$ cat config.mk
export PLATFORM = sky130hd
export DESIGN_NAME = crb_ctrl
export DESIGN_NICKNAME = d
export VERILOG_FILES = /design/src/logic/crb_pkg.sv /design/src/logic/crb_ctrl.sv /design/src/logic/crb_recess_cnt.sv
export SDC_FILE = /design/constraint.sdc
export NUM_CORES = 1
export LEC_CHECK = 0
export BUFFER_PORTS_ARGS = -buffer_cell sky130_fd_sc_hd__buf_2
export CORE_MARGIN = 1
export CORE_UTILIZATION = 45
export DETAILED_ROUTE_END_ITERATION = 6
export MAX_ROUTING_LAYER = met4
export PLACE_DENSITY_LB_ADDON = 0.15
export SLEW_MARGIN = 10
export SYNTH_ARGS = -nofsm -noshare
export SYNTH_HDL_FRONTEND = slang
export SYNTH_HIERARCHICAL = 1
export SYNTH_SLANG_ARGS = --single-unit
$ cat constraint.sdc
create_clock -name clk -period 2.4 [get_ports clk]
set_clock_uncertainty 0.2 [all_clocks]
set_input_delay 0.12 -clock clk [delete_from_list [all_inputs] [get_ports clk]]
set_output_delay 0.12 -clock clk [all_outputs]
set_load 0.03 [all_outputs]
$ cat src/logic/crb_pkg.sv
package crb_pkg;

    // ------------------------------------------------------------
    // register map (byte addresses, one aligned word each)
    // ------------------------------------------------------------
    localparam int unsigned CRB_ADR_W = 4;
    localparam logic [3:0] CRB_OFS_TALLY = 4'h0;
    localparam logic [3:0] CRB_OFS_RXB0 = 4'h4;

    // ------------------------------------------------------------
    // values after reset
    // ------------------------------------------------------------
    localparam logic [7:0] CRB_TALLY_RST = 8'h00;
    localparam logic [1:0] CRB_MODE_RST = 2'h0;
    localparam logic CRB_BIT_RST = 1'b0;

    // ------------------------------------------------------------
    // receive buffer 0 control field positions
    // ------------------------------------------------------------
    localparam int unsigned CRB_B_FULL = 7;
    localparam int unsigned CRB_B_MODE_HI = 6;
    localparam int unsigned CRB_B_MODE_LO = 5;
    localparam int unsigned CRB_B_UNUSED = 4;
    localparam int unsigned CRB_B_RTR = 3;
    localparam int unsigned CRB_B_DBEN = 2;
    localparam int unsigned CRB_B_JUMP_TABLE_OFFSET = 1;
    localparam int unsigned CRB_B_FHIT = 0;

    // ------------------------------------------------------------
    // receive mode codes
    // ------------------------------------------------------------
    localparam logic [1:0] CRB_MODE_VALID = 2'h0;
    localparam logic [1:0] CRB_MODE_STD = 2'h1;
    localparam logic [1:0] CRB_MODE_EXT = 2'h2;
    localparam logic [1:0] CRB_MODE_ANY = 2'h3;

    // ------------------------------------------------------------
    // error tally steps and bus-off recovery counts
    // ------------------------------------------------------------
    localparam logic [8:0] CRB_TEC_ERR_STEP = 9'h008;
    localparam logic [8:0] CRB_TEC_OK_STEP = 9'h001;
    localparam logic [8:0] CRB_TEC_MAX = 9'h0FF;
    localparam logic [3:0] CRB_RUN_BITS = 4'hB;
    localparam logic [7:0] CRB_RUN_COUNT = 8'h80;

    typedef enum logic {
        CRB_ACTIVE,
        CRB_BUSOFF
    } crb_state_e;

endpackage

$ cat src/logic/crb_ctrl.sv
`timescale 1ns/1ns

// Notes on behaviour
// - transmit error tally is an 8-bit read-only register, zero after reset.
// - tally overflow enters bus-off; node then ignores bus traffic.
// - tally clears after 128 runs of 11 recessive bits.
// - receive-full flag (bit 7) sets when a message lands in buffer 0.
// - buffer 0 takes a new message only while full flag is zero.
// - mode 11 accepts every message, erroneous ones included.
// - mode 10 accepts only error-free extended-identifier messages.
// - mode 01 accepts only error-free standard-identifier messages.
// - mode 00 accepts all error-free messages; it is the reset mode.
// - bit 4 of the buffer 0 control register reads zero.
// - bit 3 shows whether the held message is a remote request.
// - bit 0 records which acceptance filter admitted the held message.
module crb_ctrl
    import crb_pkg::*;
(
    input wire logic clk,
    input wire logic rst,
    input wire logic wb_cyc_i,
    input wire logic wb_stb_i,
    input wire logic wb_we_i,
    input wire logic [CRB_ADR_W-1:0] wb_adr_i,
    input wire logic [3:0] wb_sel_i,
    input wire logic [31:0] wb_dat_i,
    output logic [31:0] wb_dat_o,
    output logic wb_ack_o,
    input wire logic can_rx,
    input wire logic bit_tick,
    input wire logic tx_err,
    input wire logic tx_ok,
    input wire logic msg_valid,
    input wire logic msg_ext,
    input wire logic msg_rtr,
    input wire logic msg_err,
    input wire logic msg_filter,
    output logic bus_off,
    output logic rxb0_store,
    output logic rxb1_store,
    output logic rxb0_full
);

    // ------------------------------------------------------------
    // decode helpers
    // ------------------------------------------------------------
    function automatic logic addr_hit(
        input logic [CRB_ADR_W-1:0] adr,
        input logic [3:0] ofs
    );
        addr_hit = (adr == ofs);
    endfunction

    function automatic logic mode_accepts(
        input logic [1:0] mode,
        input logic ext,
        input logic err
    );
        case (mode)
            CRB_MODE_ANY: mode_accepts = 1'b1;
            CRB_MODE_EXT: mode_accepts = !err && ext;
            CRB_MODE_STD: mode_accepts = !err && !ext;
            CRB_MODE_VALID: mode_accepts = !err;
            default: mode_accepts = 1'b0;
        endcase
    endfunction

    // ------------------------------------------------------------
    // state
    // ------------------------------------------------------------
    crb_state_e state_reg;
    crb_state_e state_next;
    logic bus_off_reg;
    logic bus_off_next;
    logic [7:0] tally_reg;
    logic [7:0] tally_next;
    logic full_reg;
    logic full_next;
    logic [1:0] mode_reg;
    logic [1:0] mode_next;
    logic rtr_reg;
    logic rtr_next;
    logic dben_reg;
    logic dben_next;
    logic fhit_reg;
    logic fhit_next;
    logic ack_reg;
    logic [31:0] dat_reg;
    logic [31:0] dat_next;
    logic store0_reg;
    logic store1_reg;
    logic rx_meta_reg;
    logic rx_sync_reg;

    // ------------------------------------------------------------
    // pin synchroniser
    // ------------------------------------------------------------
    always_ff @(posedge clk or posedge rst) begin
        if (rst) begin
            rx_meta_reg <= 1'b1;
            rx_sync_reg <= 1'b1;
        end else begin
            rx_meta_reg <= can_rx;
            rx_sync_reg <= rx_meta_reg;
        end
    end

    // ------------------------------------------------------------
    // bus-off recovery: recessive runs only count while off
    // ------------------------------------------------------------
    logic in_busoff;
    logic recovered;

    assign in_busoff = (state_reg == CRB_BUSOFF);

    crb_recess_cnt u_recess (
        .clk(clk),
        .rst(rst),
        .enable(in_busoff),
        .bit_tick(bit_tick),
        .rx_recessive(rx_sync_reg),
        .done(recovered)
    );

    // ------------------------------------------------------------
    // transmit error tally
    // ------------------------------------------------------------
    logic [8:0] tally_up;
    logic [8:0] tally_sum;
    logic tally_ovf;

    assign tally_up = {1'b0, tally_reg}
        + (tx_err ? CRB_TEC_ERR_STEP : 9'h000);
    // a success never takes the tally below zero
    assign tally_sum = (tx_ok && tally_up != 9'h000)
        ? tally_up - CRB_TEC_OK_STEP : tally_up;
    assign tally_ovf = !in_busoff && (tally_sum > CRB_TEC_MAX);

    always_comb begin
        state_next = state_reg;
        tally_next = tally_reg;
        case (state_reg)
            CRB_ACTIVE: begin
                if (tally_ovf) begin
                    state_next = CRB_BUSOFF;
                    tally_next = CRB_TEC_MAX[7:0];
                end else begin
                    tally_next = tally_sum[7:0];
                end
            end
            CRB_BUSOFF: begin
                // no transmit events count while off the bus
                if (recovered) begin
                    state_next = CRB_ACTIVE;
                    tally_next = CRB_TALLY_RST;
                end
            end
            default: begin
                state_next = CRB_ACTIVE;
                tally_next = CRB_TALLY_RST;
            end
        endcase
    end

    // ------------------------------------------------------------
    // acceptance and buffer steering
    // ------------------------------------------------------------
    logic accept;
    logic to_b0;
    logic to_b1;

    // a node that is off the bus takes no part in reception
    assign accept = msg_valid && !in_busoff
        && mode_accepts(mode_reg, msg_ext, msg_err);
    assign to_b0 = accept && !full_reg;
    assign to_b1 = accept && full_reg && dben_reg;

    // ------------------------------------------------------------
    // wishbone slave: one wait state, then ack for one cycle
    // ------------------------------------------------------------
    logic req;
    logic wr;
    logic hit_tally;
    logic hit_rxb0;
    logic wr_rxb0;
    logic clr_full;
    logic [7:0] rxb0_view;

    assign req = wb_cyc_i && wb_stb_i && !ack_reg;
    assign wr = req && wb_we_i;
    assign hit_tally = addr_hit(wb_adr_i, CRB_OFS_TALLY);
    assign hit_rxb0 = addr_hit(wb_adr_i, CRB_OFS_RXB0);
    assign wr_rxb0 = wr && hit_rxb0 && wb_sel_i[0];
    // only a zero written to the full bit has an effect
    assign clr_full = wr_rxb0 && !wb_dat_i[CRB_B_FULL];

    always_comb begin
        rxb0_view = 8'h00;
        rxb0_view[CRB_B_FULL] = full_reg;
        rxb0_view[CRB_B_MODE_HI] = mode_reg[1];
        rxb0_view[CRB_B_MODE_LO] = mode_reg[0];
        rxb0_view[CRB_B_UNUSED] = 1'b0;
        rxb0_view[CRB_B_RTR] = rtr_reg;
        rxb0_view[CRB_B_DBEN] = dben_reg;
        rxb0_view[CRB_B_JUMP_TABLE_OFFSET] = dben_reg;
        rxb0_view[CRB_B_FHIT] = fhit_reg;
    end

    assign dat_next = !(req && !wb_we_i) ? 32'h00000000 :
        hit_tally ? {24'h000000, tally_reg} :
        hit_rxb0 ? {24'h000000, rxb0_view} : 32'h00000000;

    // ------------------------------------------------------------
    // receive buffer 0 control fields
    // ------------------------------------------------------------
    // a store in the same cycle as a clear wins
    assign full_next = to_b0 ? 1'b1 : (clr_full ? 1'b0 : full_reg);
    assign mode_next = wr_rxb0
        ? wb_dat_i[CRB_B_MODE_HI:CRB_B_MODE_LO] : mode_reg;
    assign dben_next = wr_rxb0 ? wb_dat_i[CRB_B_DBEN] : dben_reg;
    assign rtr_next = to_b0 ? msg_rtr : rtr_reg;
    assign fhit_next = to_b0 ? msg_filter : fhit_reg;

    // ------------------------------------------------------------
    // error state registers
    // ------------------------------------------------------------
    always_ff @(posedge clk or posedge rst) begin
        if (rst) begin
            state_reg <= CRB_ACTIVE;
        end else begin
            state_reg <= state_next;
        end
    end

    always_ff @(posedge clk or posedge rst) begin
        if (rst) begin
            tally_reg <= CRB_TALLY_RST;
        end else begin
            tally_reg <= tally_next;
        end
    end

    // a flag of its own, so the pin never hangs off a compare
    assign bus_off_next = (state_next == CRB_BUSOFF);

    always_ff @(posedge clk or posedge rst) begin
        if (rst) begin
            bus_off_reg <= 1'h0;
        end else begin
            bus_off_reg <= bus_off_next;
        end
    end

    // ------------------------------------------------------------
    // buffer 0 control registers
    // ------------------------------------------------------------
    always_ff @(posedge clk or posedge rst) begin
        if (rst) begin
            full_reg <= CRB_BIT_RST;
        end else begin
            full_reg <= full_next;
        end
    end

    always_ff @(posedge clk or posedge rst) begin
        if (rst) begin
            mode_reg <= CRB_MODE_RST;
        end else begin
            mode_reg <= mode_next;
        end
    end

    always_ff @(posedge clk or posedge rst) begin
        if (rst) begin
            rtr_reg <= CRB_BIT_RST;
        end else begin
            rtr_reg <= rtr_next;
        end
    end

    always_ff @(posedge clk or posedge rst) begin
        if (rst) begin
            dben_reg <= CRB_BIT_RST;
        end else begin
            dben_reg <= dben_next;
        end
    end

    always_ff @(posedge clk or posedge rst) begin
        if (rst) begin
            fhit_reg <= CRB_BIT_RST;
        end else begin
            fhit_reg <= fhit_next;
        end
    end

    // ------------------------------------------------------------
    // bus answer and store pulses
    // ------------------------------------------------------------
    always_ff @(posedge clk or posedge rst) begin
        if (rst) begin
            ack_reg <= 1'h0;
        end else begin
            ack_reg <= req;
        end
    end

    always_ff @(posedge clk or posedge rst) begin
        if (rst) begin
            dat_reg <= 32'h00000000;
        end else begin
            dat_reg <= dat_next;
        end
    end

    always_ff @(posedge clk or posedge rst) begin
        if (rst) begin
            store0_reg <= 1'h0;
        end else begin
            store0_reg <= to_b0;
        end
    end

    always_ff @(posedge clk or posedge rst) begin
        if (rst) begin
            store1_reg <= 1'h0;
        end else begin
            store1_reg <= to_b1;
        end
    end

    // ------------------------------------------------------------
    // outputs
    // ------------------------------------------------------------
    assign wb_ack_o = ack_reg;
    assign wb_dat_o = dat_reg;
    assign bus_off = bus_off_reg;
    assign rxb0_store = store0_reg;
    assign rxb1_store = store1_reg;
    assign rxb0_full = full_reg;

endmodule

$ cat src/logic/crb_recess_cnt.sv
`timescale 1ns/1ns
module crb_recess_cnt
    import crb_pkg::*;
(
    input wire logic clk,
    input wire logic rst,
    input wire logic enable,
    input wire logic bit_tick,
    input wire logic rx_recessive,
    output logic done
);

    // ------------------------------------------------------------
    // run and occurrence counters
    // ------------------------------------------------------------
    logic [3:0] run_reg;
    logic [3:0] run_next;
    logic [7:0] occ_reg;
    logic [7:0] occ_next;
    logic done_reg;
    logic done_next;
    logic run_end;
    logic [7:0] occ_inc;

    assign run_end = bit_tick && rx_recessive
        && (run_reg == CRB_RUN_BITS - 4'h1);
    assign occ_inc = occ_reg + 8'h01;

    // a dominant bit restarts the run; a full run starts the next one
    assign run_next = !enable ? 4'h0 :
        !bit_tick ? run_reg :
        !rx_recessive ? 4'h0 :
        run_end ? 4'h0 : run_reg + 4'h1;
    assign occ_next = !enable ? 8'h00 :
        !run_end ? occ_reg :
        (occ_inc == CRB_RUN_COUNT) ? 8'h00 : occ_inc;
    assign done_next = enable && run_end && (occ_inc == CRB_RUN_COUNT);

    always_ff @(posedge clk or posedge rst) begin
        if (rst) begin
            run_reg <= 4'h0;
            occ_reg <= 8'h00;
            done_reg <= 1'b0;
        end else begin
            run_reg <= run_next;
            occ_reg <= occ_next;
            done_reg <= done_next;
        end
    end

    assign done = done_reg;

endmodule

---- Word-level counts from Yosys, hierarchy flattened ----
Cells that the tools add are included.
W data, S select, Z words.
storage, ports and cells
  register bits after elaboration ......... 41
  output and inout port bits .............. 37
  logic and storage cells ................. 83
cells by class
  add/subtract/negate cells ............... 4
  order comparisons ....................... 1
  eq/ne operators ......................... 9
  mux-type cells .......................... 21
  bitwise operators ....................... 1
  reductions and logical operators ........ 31
operators by type and width
  cell                   count
  $mux W8                8
  $logic_and A1 B1 Y1    20
  $mux W4                5
  $pmux W8 S2            1
  $add A8 B4 Y9          1
  $gt A9 B8 Y1 const B   1
  $mux W9                1
  $reduce_bool A9 Y1     1
  $sub A9 B1 Y9 const B  1
  $add A8 B1 Y8 const B  1
  $eq A8 B8 Y1 const B   1
  $logic_not A1 Y1       7
  $add A4 B1 Y4 const B  1
  $eq A2 B2 Y1 const B   2
  $eq A4 B3 Y1 const B   1
  $eq A4 B4 Y1 const B   1
  $logic_not A4 Y1       1
  $mux W1                4
  $ne A2 B1 Y1 const B   2
  $pmux W1 S4            1
  $eq A2 B1 Y1 const B   1
  $logic_not A2 Y1       1
  $ne A2 B2 Y1 const B   1
  $pmux W1 S2            1
  2 further kinds        2

---- Depth between registers and ports, before layout ----
Gate-level depths: netlist of run 1.
  depth in word-level cells ............... 9
  gate-level depth with buffers ........... 8
  mapped depth without buffers ............ 8

---- Modules after synthesis ----
Netlist of run 1, hierarchy kept.
by module, submodules not included
  module          instances  cells each  area each (um^2)
  crb_ctrl        1          170         1646.6
  crb_recess_cnt  1          82          793.3

---- Worst setup path before layout of run 1 ----
Ideal clock, no wire load.
  kind .................................... register -> register
  from .................................... register tally_reg[3]
  to ...................................... register tally_reg[6]
  library setup time ...................... 124 ps
  arrival time ............................ 2173 ps
  required time ........................... 2076 ps
  path slack .............................. -97 ps
  cell stages (with the launch flop) ...... 8
  buffers on the path ..................... 0
  period minus slack after synthesis ...... 2497 ps
  path through ............................ dfrtp_1 > ha_1 > ha_1 > or3b_1 > and4bb_1 > a311oi_1 > mux2_1 > a211o_1
between the ends
  longest elaborated chain between the ends .. 8
RTL lines
  element                                                RTL line         RTL
  start, declared                                        crb_ctrl.sv:75   logic [7:0] tally_reg;
  start signal, assigned                                 crb_ctrl.sv:239  tally_reg <= tally_next;
  $add A8 B4 Y9 (*)                                      crb_ctrl.sv:133  + (tx_err ? CRB_TEC_ERR_STEP : 9'h000);
  branches (longest 2 deep; another with $sub A9 B1 Y9)  -
  $mux W9 (*)                                            crb_ctrl.sv:136  ? tally_up - CRB_TEC_OK_STEP : tally_up;
  $gt A9 B8 Y1                                           crb_ctrl.sv:137  assign tally_ovf = !in_busoff && (tally_sum > CRB_TEC_MAX);
  $logic_and A1 B1 Y1                                    crb_ctrl.sv:137
  $mux W8 (*)                                            crb_ctrl.sv:144  if (tally_ovf) begin
  $pmux W8 S2 (*)                                        crb_ctrl.sv:142  case (state_reg)
Every way passes the cells marked *.
A chain may end at the register's enable or synchronous reset.

---- Worst setup path in the final report of run 1 ----
Same ends and word-level chain as after synthesis.

==> metrics.cfg, run 1 <==
[yosys]
synthCells=252
syn_area_sq_um=2440
synthArstFlopShare=1.00
yosysSeqAreaShare=0.422
syn_avg_cell_area_sq_um=9.68
netlist_top_cells_area=dfrtp_1 (40%), buf_4 (7.7%), ha_1 (5.1%)
ys_ff_latch=41
synth_edf_count=0
yosysMostFrequentCell=dfrtp_1
synth_top_area_frac=0.400
synthFlopType=dfrtp_1
synth_top_area_cell=dfrtp_1
ys_top_cells_by_count=dfrtp_1 (39), buf_4 (25), nor2_1 (19)
yosysUniqueCellTypes=59
yosysWarnings=6

[setup_path]
setup.worst_path.class=flop to flop
critPathArrivalTime_ps=2470
crit_required_ps=2380
crit_path_end_kind=flop
cp_slowest_cell=dfrtp_1
slowest_delay_ps=430
startpoint=tally_reg[3]
path_cells=ha_4, nand4bb_4, or3b_4, and4bb_1, a311oi_2, mux2_4, a211o_1
critPathMaxFanout=3
r2r_start=tally_reg[3]
critPathLaunchType=flop

[clocking]
tritoncts=done
insertion_delay_ps=290
cts.path.max_buffers=2
htree_num_levels=2
cts.sinks=41
cts_root_buffer=clkbuf_8
cts-buffers-inserted=5
clk_pin_slew_worst_paths_ps=80

[floorplanning]
coreArea_sq_um=5170
die_y_um=75.6
pin_count=91
num_rows=26
dieArea_sq_um=5720
initial_core_util=0.472
die_w_um=75.6

[global_routing]
globalRouteOverflowTotal=0
track_usage=0.183
antenna_found_initial=0
grt_start_max_net_pins=31
grt_pass1_vias=1645
grt_first_pass_wirelength_um=7570

[layout]
n_antenna_cell=0
syn_to_final_growth_pct=24.3
fill_cells=451
num-nets-final=383
final_layout_size_suffix_gt1_frac=0.269

[sta]
setup_slack_ps=-93.5
timing.final.crit_share=1.04
finalSetupViolCount=2
finalCriticalPeriod_ps=2490
grt_setup_unrepaired=yes
fmax_ghz=0.401
setup_tns_ps=-122
slew_violations=0
hold_viol=0

[placed_design]
dp_hpwl_um=3470
portBuffers=35
place_congestion=0.823

[routing]
wirelength_um=4990
drt_iter0_drc=54
route.detailed.drc=0
firstDrtPassIters=5
vias_per_cell=5.05
wl_per_cell_um=12.8
ant_nets=0
vias=1970

[job]
max_cap_viol_count=0

[worst_hold_path]
min_from=wb_adr_i[2]
hp-class=input pin to flop

[power]
power_uw=1400
power-per-cell-area_nw_per_um2=460
vdd_ir_drop_max_uv=213
p_leak_uw=0.00152

[outcome]
status=complete, but fails checks
violations=setup timing

## logic make-up (layout without fill, tap and decap cells)
logic type      count (synthesis)  count (layout)  synth area share
xor+xnor                        7               7            0.0251
other cells                     1              24           0.00154
buf+inv                        42              87             0.103
flops                          41              41             0.422
simple gates                   90              90             0.212
fa+ha+maj                      10              10            0.0513
compound gates                 50              50             0.137
mux                            11              11            0.0477
## cell type report
| class | instances | area (sq um) | share of cell area |
|---|---|---|---|
| multi-input cells | 192 | 1350 | 0.444 |
| flip-flops and latches | 41 | 1030 | 0.339 |
| repair buffers | 66 | 438 | 0.144 |
| well taps | 70 | 87.6 | 0.0289 |
| clock buffers | 6 | 72.6 | 0.0239 |
| inverters | 13 | 48.8 | 0.0161 |
| clock inverters | 2 | 10.0 | 0.00330 |
## cells in the final DEF, fill, tap and decap left out, drive strengths merged, types with 6 or more instances in the layout
cell type,n
a21oi,6
ha,10
and3,8
dfrtp,39
buf,54
conb,24
nand3,7
clkbuf,6
and2,6
nor2,19
mux2i,6
nand2,17
dlygate4sd3,12
o21ai,18
inv,13
## critical path, delay by kind of cell (launching register included)
| kind | cells | cell delay, ps |
|---|---|---|
| mux | 1 | 320 |
| flops | 1 | 430 |
| compound gates | 2 | 290 |
| fa+ha+maj | 1 | 230 |
| simple gates | 3 | 900 |
## through the flow
step,instance area [sq um],hold WS (ps),utilization,worst slack [ps],instances
after floorplan,2550,-203,-,-15.4,275
after global placement,2750,-18.9,0.531,-153,369
after detailed placement,2750,-6.19,0.531,-127,369
after CTS,2960,0.934,0.572,-96.2,389
after global routing,3030,23.0,0.586,-144,390
final,3030,14.9,0.586,-93.5,390
## timing repair
item / 4_1_cts / 5_1_grt
setup buffers: 0 / 1
hold endpoints to repair: 52 / 0
endpoints found under the setup margin: 2 / 7
hold buffers: 12 / 0
gates resized for setup: 2 / 9
pin swaps: 5 / 4
## report_power, final
| group | leakage [uW] | internal [uW] | switching (uW) |
|---|---|---|---|
| clock network | 0.0000450 | 201 | 227 |
| registers | 0.000537 | 718 | 32.1 |
| logic | 0.000942 | 88.2 | 129 |
## final timing paths
kind	end	slack (ps)	cells after the start
worst max-delay path	tally_reg[6]	-90	7
worst min-delay path	wb_dat_o[4]	10	2
worst max register to register	tally_reg[6]	-90	7
worst min register to register	rx_sync_reg	160	0
max in group asynchronous	rx_sync_reg	1460	4
min in group asynchronous	u_recess/occ_reg[0]	200	3
## metal layers
| metal | global-route usage | vias to the layer above | part of all wire |
|---|---|---|---|
| met5 | - | - | 0 |
| met2 | 0.279 | 55 | 0.47 |
| li1 | - | 972 | - |
| met3 | 0.0238 | 6 | 0.038 |
| met4 | 0.0741 | 0 | 0.014 |
| met1 | 0.247 | 937 | 0.48 |
Power figures use the tool's default switching activity.
==> inputs of run 2 (changes only) <==
- CORE_UTILIZATION: 45 -> 40
==> run 2 against run 1 <==
  * The run ends with DRC, setup timing left
  * Critical path depth unchanged
  * Via count up 0.61%
  * First-iteration DRC count up 15%
  * Routed wire length up 6.1%
  * Register-to-register slack better by 50 ps
  * Worst hold slack better by 42 ps
  * Clock power up 4.9%
  * Highest routed layer unchanged
==> metrics.cfg, run 2 (synthesis results as in run 1) <==
[floorplanning]
coreArea_sq_um=5890  ; +14%
die_y_um=80.1  ; +5.9%
num_rows=28  ; +7.7%
pin_count=91  ; unchanged
dieArea_sq_um=6420  ; +12%
die_w_um=80.1  ; +5.9%
initial_core_util=0.415  ; -0.0572

[power]
clkPwrFrac=0.317  ; +0.010
p_int_uw=1010  ; about the same
p_leak_uw=0.00154  ; +1.2%
p_comb_frac=0.155  ; about the same
switching_share=0.289  ; +0.0106
switchingPower_uw=410  ; +5.4%
seqPwrFrac=0.528  ; -0.009
vdd_ir_drop_max_uv=229  ; +7.4%
power-per-cell-area_nw_per_um2=461  ; +0.16%
power_uw=1420  ; +1.6%

[global_routing]
grt_first_pass_wirelength_um=8700  ; +15%
grt_start_max_net_pins=31  ; unchanged
globalRouteOverflowTotal=0  ; unchanged
grt_pass1_vias=1814  ; +10%
antenna_found_initial=0  ; unchanged
track_usage=0.182  ; -0.000656

[layout]
fin_area_sq_um=3070  ; +1.4%
instances_no_fill=400  ; +2.6%
final_core_util=0.522  ; -0.0638
num-nets-final=388  ; +1.3%
n_antenna_cell=0  ; unchanged
mostFrequentLayoutCell=dfrtp_1
final_cell_mix=dfrtp_1 (39), buf_2 (35), conb_1 (24)
final_layout_size_suffix_gt1_frac=0.283  ; +0.0143
syn_to_final_growth_pct=26.0

[setup_path]
critPathMaxFanout=3  ; unchanged
critPathArrivalTime_ps=2420  ; -50 ps
r2r_slack_ps=-40  ; +50 ps
critPathLaunchType=flop
crit_path_end_kind=flop
setup.worst_path.class=flop to flop
crit_required_ps=2380  ; about the same

[clocking]
cts.path.max_buffers=2  ; unchanged
insertion_delay_ps=290  ; about the same
tritoncts=done
htree_num_levels=2  ; unchanged
cts_root_buffer=clkbuf_8
cts.sinks=41  ; unchanged
cts-buffers-inserted=5  ; unchanged
clk_pin_slew_worst_paths_ps=80  ; about the same

[routing]
ant_nets=0  ; unchanged
vias_per_cell=4.96  ; -1.9%
vias=1982  ; +0.61%
firstDrtPassIters=7  ; +2
route.detailed.drc=1  ; +1
drt_iter0_drc=62  ; +15%
wl_per_cell_um=13.2  ; +3.4%
wirelength_um=5300  ; +6.1%

[job]
max_cap_viol_count=0  ; unchanged

[placed_design]
place_congestion=0.865  ; +5.1%
dp_hpwl_um=3680  ; +6.1%
portBuffers=35  ; unchanged
dp.cells=375  ; +1.6%
placed_area_sq_um=2760  ; +0.50%

[worst_hold_path]
hp-class=input pin to flop

[sta]
worst_slew_pin_slew_ps=522
finalSetupViolCount=1  ; -1
hold_viol=0  ; unchanged
grt_setup_unrepaired=yes
hold_slack_ps=56.7  ; +41.8 ps
slew_headroom=0.651
setup_slack_ps=-44.8  ; +48.8 ps
slew_violations=0  ; unchanged
finalCriticalPeriod_ps=2440  ; -48.8 ps
timing.final.crit_share=1.02  ; -0.0203
fmax_ghz=0.409  ; +2.0%

[outcome]
violations=DRC, setup timing
status=complete, but fails checks

==> run 2: through the flow <==
step	setup TNS, ps	setup WS, ps
floorplan	-15.4	-15.4
global placement	-42.4	-42.4
detailed placement	-125	-125
CTS	-55.9	-55.9
global route	-117	-89.8
finish	-44.8	-44.8
==> run 2: power by group through the flow <==
stage / logic [uW] / clock network [uW] / registers [uW]
2_1_floorplan: 175 / 0 / 757
4_1_cts: 214 / 468 / 749
3_5_place_dp: 195 / 0 / 762
5_1_grt: 245 / 494 / 753
6_report: 220 / 449 / 749
3_3_place_gp: 194 / 0 / 761
==> run 2: worst max-delay path: stages, from the launching register on <==
cell	delay (ps)
dfrtp_1	410
ha_4	220
nand4bb_1	190
or3b_4	410
and4bb_1	280
a311oi_2	60
mux2_1	340
a211o_1	220
==> run 2: layout make-up <==
cell class | instances | area (sq um)
clock buffer | 5 | 68.8
clock inverter | 3 | 17.5
fill | 558 | 2810
inverter | 13 | 48.8
multi-input combinational | 192 | 1340
sequential | 41 | 1030
tap | 75 | 93.8
timing repair buffer | 71 | 478
==> run 2: final timing paths <==
path,end,cells after the start,from
worst max-delay path,tally_reg[6],7,tally_reg[3]
worst max register to register,tally_reg[6],7,tally_reg[3]
worst min register to register,rx_sync_reg,0,rx_meta_reg
min in group asynchronous,u_recess/run_reg[3],3,rst
worst min-delay path,rxb1_store,3,msg_valid
max in group asynchronous,u_recess/run_reg[2],3,rst
==> run 2: timing repair <==
item,CTS,global route
hold buffers,13,0
resized for setup,2,11
hold endpoints to repair,57,0
pin swaps,4,5
setup buffers,1,3
setup endpoints to repair,2,8
==> run 2: layer usage <==
layer  part of all wire  track usage  up-vias
met5                  0            -        -
met4              0.010       0.0536        0
met3              0.033       0.0341        4
met2               0.47        0.282       35
met1               0.49        0.243      960
li1                   -            -      983
==> inputs of run 3 (changes only) <==
- CTS_BUF_LIST: not set -> sky130_fd_sc_hd__clkbuf_16
==> run 3 against run 2 <==
  * The flow still finishes with violations (DRC, setup timing)
  * Sequential share of layout area decreased by 0.44 points
  * Non-clock buffer count decreased by 1
  * Via count decreased by 0.20%
  * Fmax about the same
  * Critical path depth unchanged
  * Combinational power about the same
  * Cell count decreased by 0.25%
  * Worst setup slack improved by 1.7 ps
  * Clock power increased by 45%
  * Design area increased by 1.3%
  * Critical endpoint unchanged
==> metrics.cfg, run 3 (synthesis results as in run 1) <==
[routing]
route.detailed.drc=1  ; unchanged
drt_iter0_drc=57  ; -8.1%
vias=1978  ; -0.20%
firstDrtPassIters=7  ; unchanged
ant_nets=0  ; unchanged
wl_per_cell_um=13.2  ; -0.54%
wirelength_um=5250  ; -0.79%
vias_per_cell=4.96  ; about the same

[layout]
final_cell_mix=dfrtp_1 (39), buf_2 (35), conb_1 (24)
syn_to_final_growth_pct=27.7
mostFrequentLayoutCell=dfrtp_1
num-nets-final=387  ; -0.26%
final_layout_size_suffix_gt1_frac=0.284  ; +0.000874
n_antenna_cell=0  ; unchanged

[sta]
fmax_ghz=0.409  ; about the same
hold_slack_ps=14.3  ; -42.4 ps
finalSetupViolCount=1  ; unchanged
hold_viol=0  ; unchanged
finalCriticalPeriod_ps=2440  ; -1.67 ps
setup_slack_ps=-43.1  ; +1.67 ps
grt_setup_unrepaired=yes
slew_violations=0  ; unchanged
timing.final.crit_share=1.02  ; about the same
worst_slew_pin_slew_ps=527  ; +5.00 ps
setup_tns_ps=-43.1  ; +1.67 ps
slew_headroom=0.648  ; -0.00334

[clocking]
insertion_delay_ps=280  ; about the same
cts.sinks=41  ; unchanged
cts.path.max_buffers=2  ; unchanged
tritoncts=done
cts_root_buffer=clkbuf_16
htree_num_levels=2  ; unchanged
clk_pin_slew_worst_paths_ps=60  ; -20 ps
cts-buffers-inserted=5  ; unchanged

[power]
p_leak_uw=0.00156  ; +1.4%
power_uw=1620  ; +14%
power-per-cell-area_nw_per_um2=520  ; +13%
vdd_ir_drop_max_uv=331  ; +45%

[floorplanning]
die_w_um=80.1  ; unchanged
dieArea_sq_um=6420  ; unchanged
num_rows=28  ; unchanged
pin_count=91  ; unchanged
die_y_um=80.1  ; unchanged
coreArea_sq_um=5890  ; unchanged
initial_core_util=0.415  ; unchanged

[setup_path]
critPathArrivalTime_ps=2410  ; about the same
crit_path_end_kind=flop
setup.worst_path.class=flop to flop
critPathMaxFanout=3  ; unchanged
r2r_start=tally_reg[3]
path_delay_family=simple AND/OR/NAND/NOR gates
slowest_delay_ps=410  ; about the same
crit_required_ps=2360  ; -20 ps
critPathLaunchType=flop
startpoint=tally_reg[3]
critPathBufInv=0  ; unchanged
cp_slowest_cell=or3b_4
path_cells=ha_4, nand4bb_1, or3b_4, and4bb_1, a311oi_2, mux2_1, a211o_1

[worst_hold_path]
min_from=wb_we_i
hp-class=input pin to flop

[placed_design]
place_congestion=0.865  ; unchanged
dp_hpwl_um=3680  ; unchanged
portBuffers=35  ; unchanged

[global_routing]
globalRouteOverflowTotal=0  ; unchanged
track_usage=0.183  ; +0.000544
grt_first_pass_wirelength_um=8710  ; about the same
antenna_found_initial=0  ; unchanged
grt_pass1_vias=1809  ; -0.28%
grt_start_max_net_pins=31  ; unchanged

[outcome]
status=complete, but fails checks
violations=DRC, setup timing

[job]
max_cap_viol_count=0  ; unchanged

run 3: cell count changes in the layout (fill, tap and decap cells not counted), sizes merged:
cell	before	now
dlygate4sd3	13	12
run 3: worst paths after layout:
| check | end | slack [ps] | depth (start not counted) |
|---|---|---|---|
| worst max-delay path | tally_reg[6] | -40 | 7 |
| worst min-delay path | wb_dat_o[2] | 10 | 3 |
| worst max register to register | tally_reg[6] | -40 | 7 |
| worst min register to register | rx_sync_reg | 150 | 0 |
| max in group asynchronous | u_recess/run_reg[2] | 1420 | 3 |
| min in group asynchronous | u_recess/run_reg[3] | 230 | 3 |
run 3: area by class of cell:
| type | count | area, sq um |
|---|---|---|
| Fill cell | 559 | 2770 |
| Multi-Input combinational cell | 192 | 1330 |
| Sequential cell | 41 | 1030 |
| Timing Repair Buffer | 70 | 468 |
| Clock buffer | 5 | 125 |
| Tap cell | 75 | 93.8 |
| Inverter | 13 | 48.8 |
| Clock inverter | 3 | 17.5 |
run 3: tightest hold or removal path: cells and delay by family:
family,cells,cell delay [ps]
AND/OR/NAND/NOR,1,190
buffers and inverters,1,90
AO/OA/AOI/OAI,1,60
run 3: repair_timing:
action                                  4_1_cts  5_1_grt
hold buffers                                 12        0
gates resized for setup                       2       10
endpoints found under the setup margin        1        8
pin swaps                                     4        3
buffers inserted                              1        3
endpoints found under the hold margin        49        0
run 3: metal layers:
layer / global-route usage / routed length (um) / vias up
li1: - / - / 981
met1: 0.243 / 2560 / 955
met4: 0.0536 / 69 / 0
met5: - / 0 / -
met2: 0.285 / 2480 / 36
met3: 0.0341 / 144 / 6
run 3: metrics by stage:
step | cell area (sq um) | std cells | util | setup WS, ps
finish | 3120 | 399 | 0.529 | -43.1
global placement | 2760 | 375 | 0.469 | -42.4
CTS | 3040 | 396 | 0.516 | -52.3
detailed placement | 2760 | 375 | 0.469 | -125
global route | 3120 | 399 | 0.529 | -85.2
floorplan | 2550 | 275 | - | -15.4
run 3: report_power, final:
| group | switching (uW) | internal (uW) |
|---|---|---|
| registers | 31.0 | 718 |
| logic | 129 | 88.6 |
| clock network | 270 | 381 |
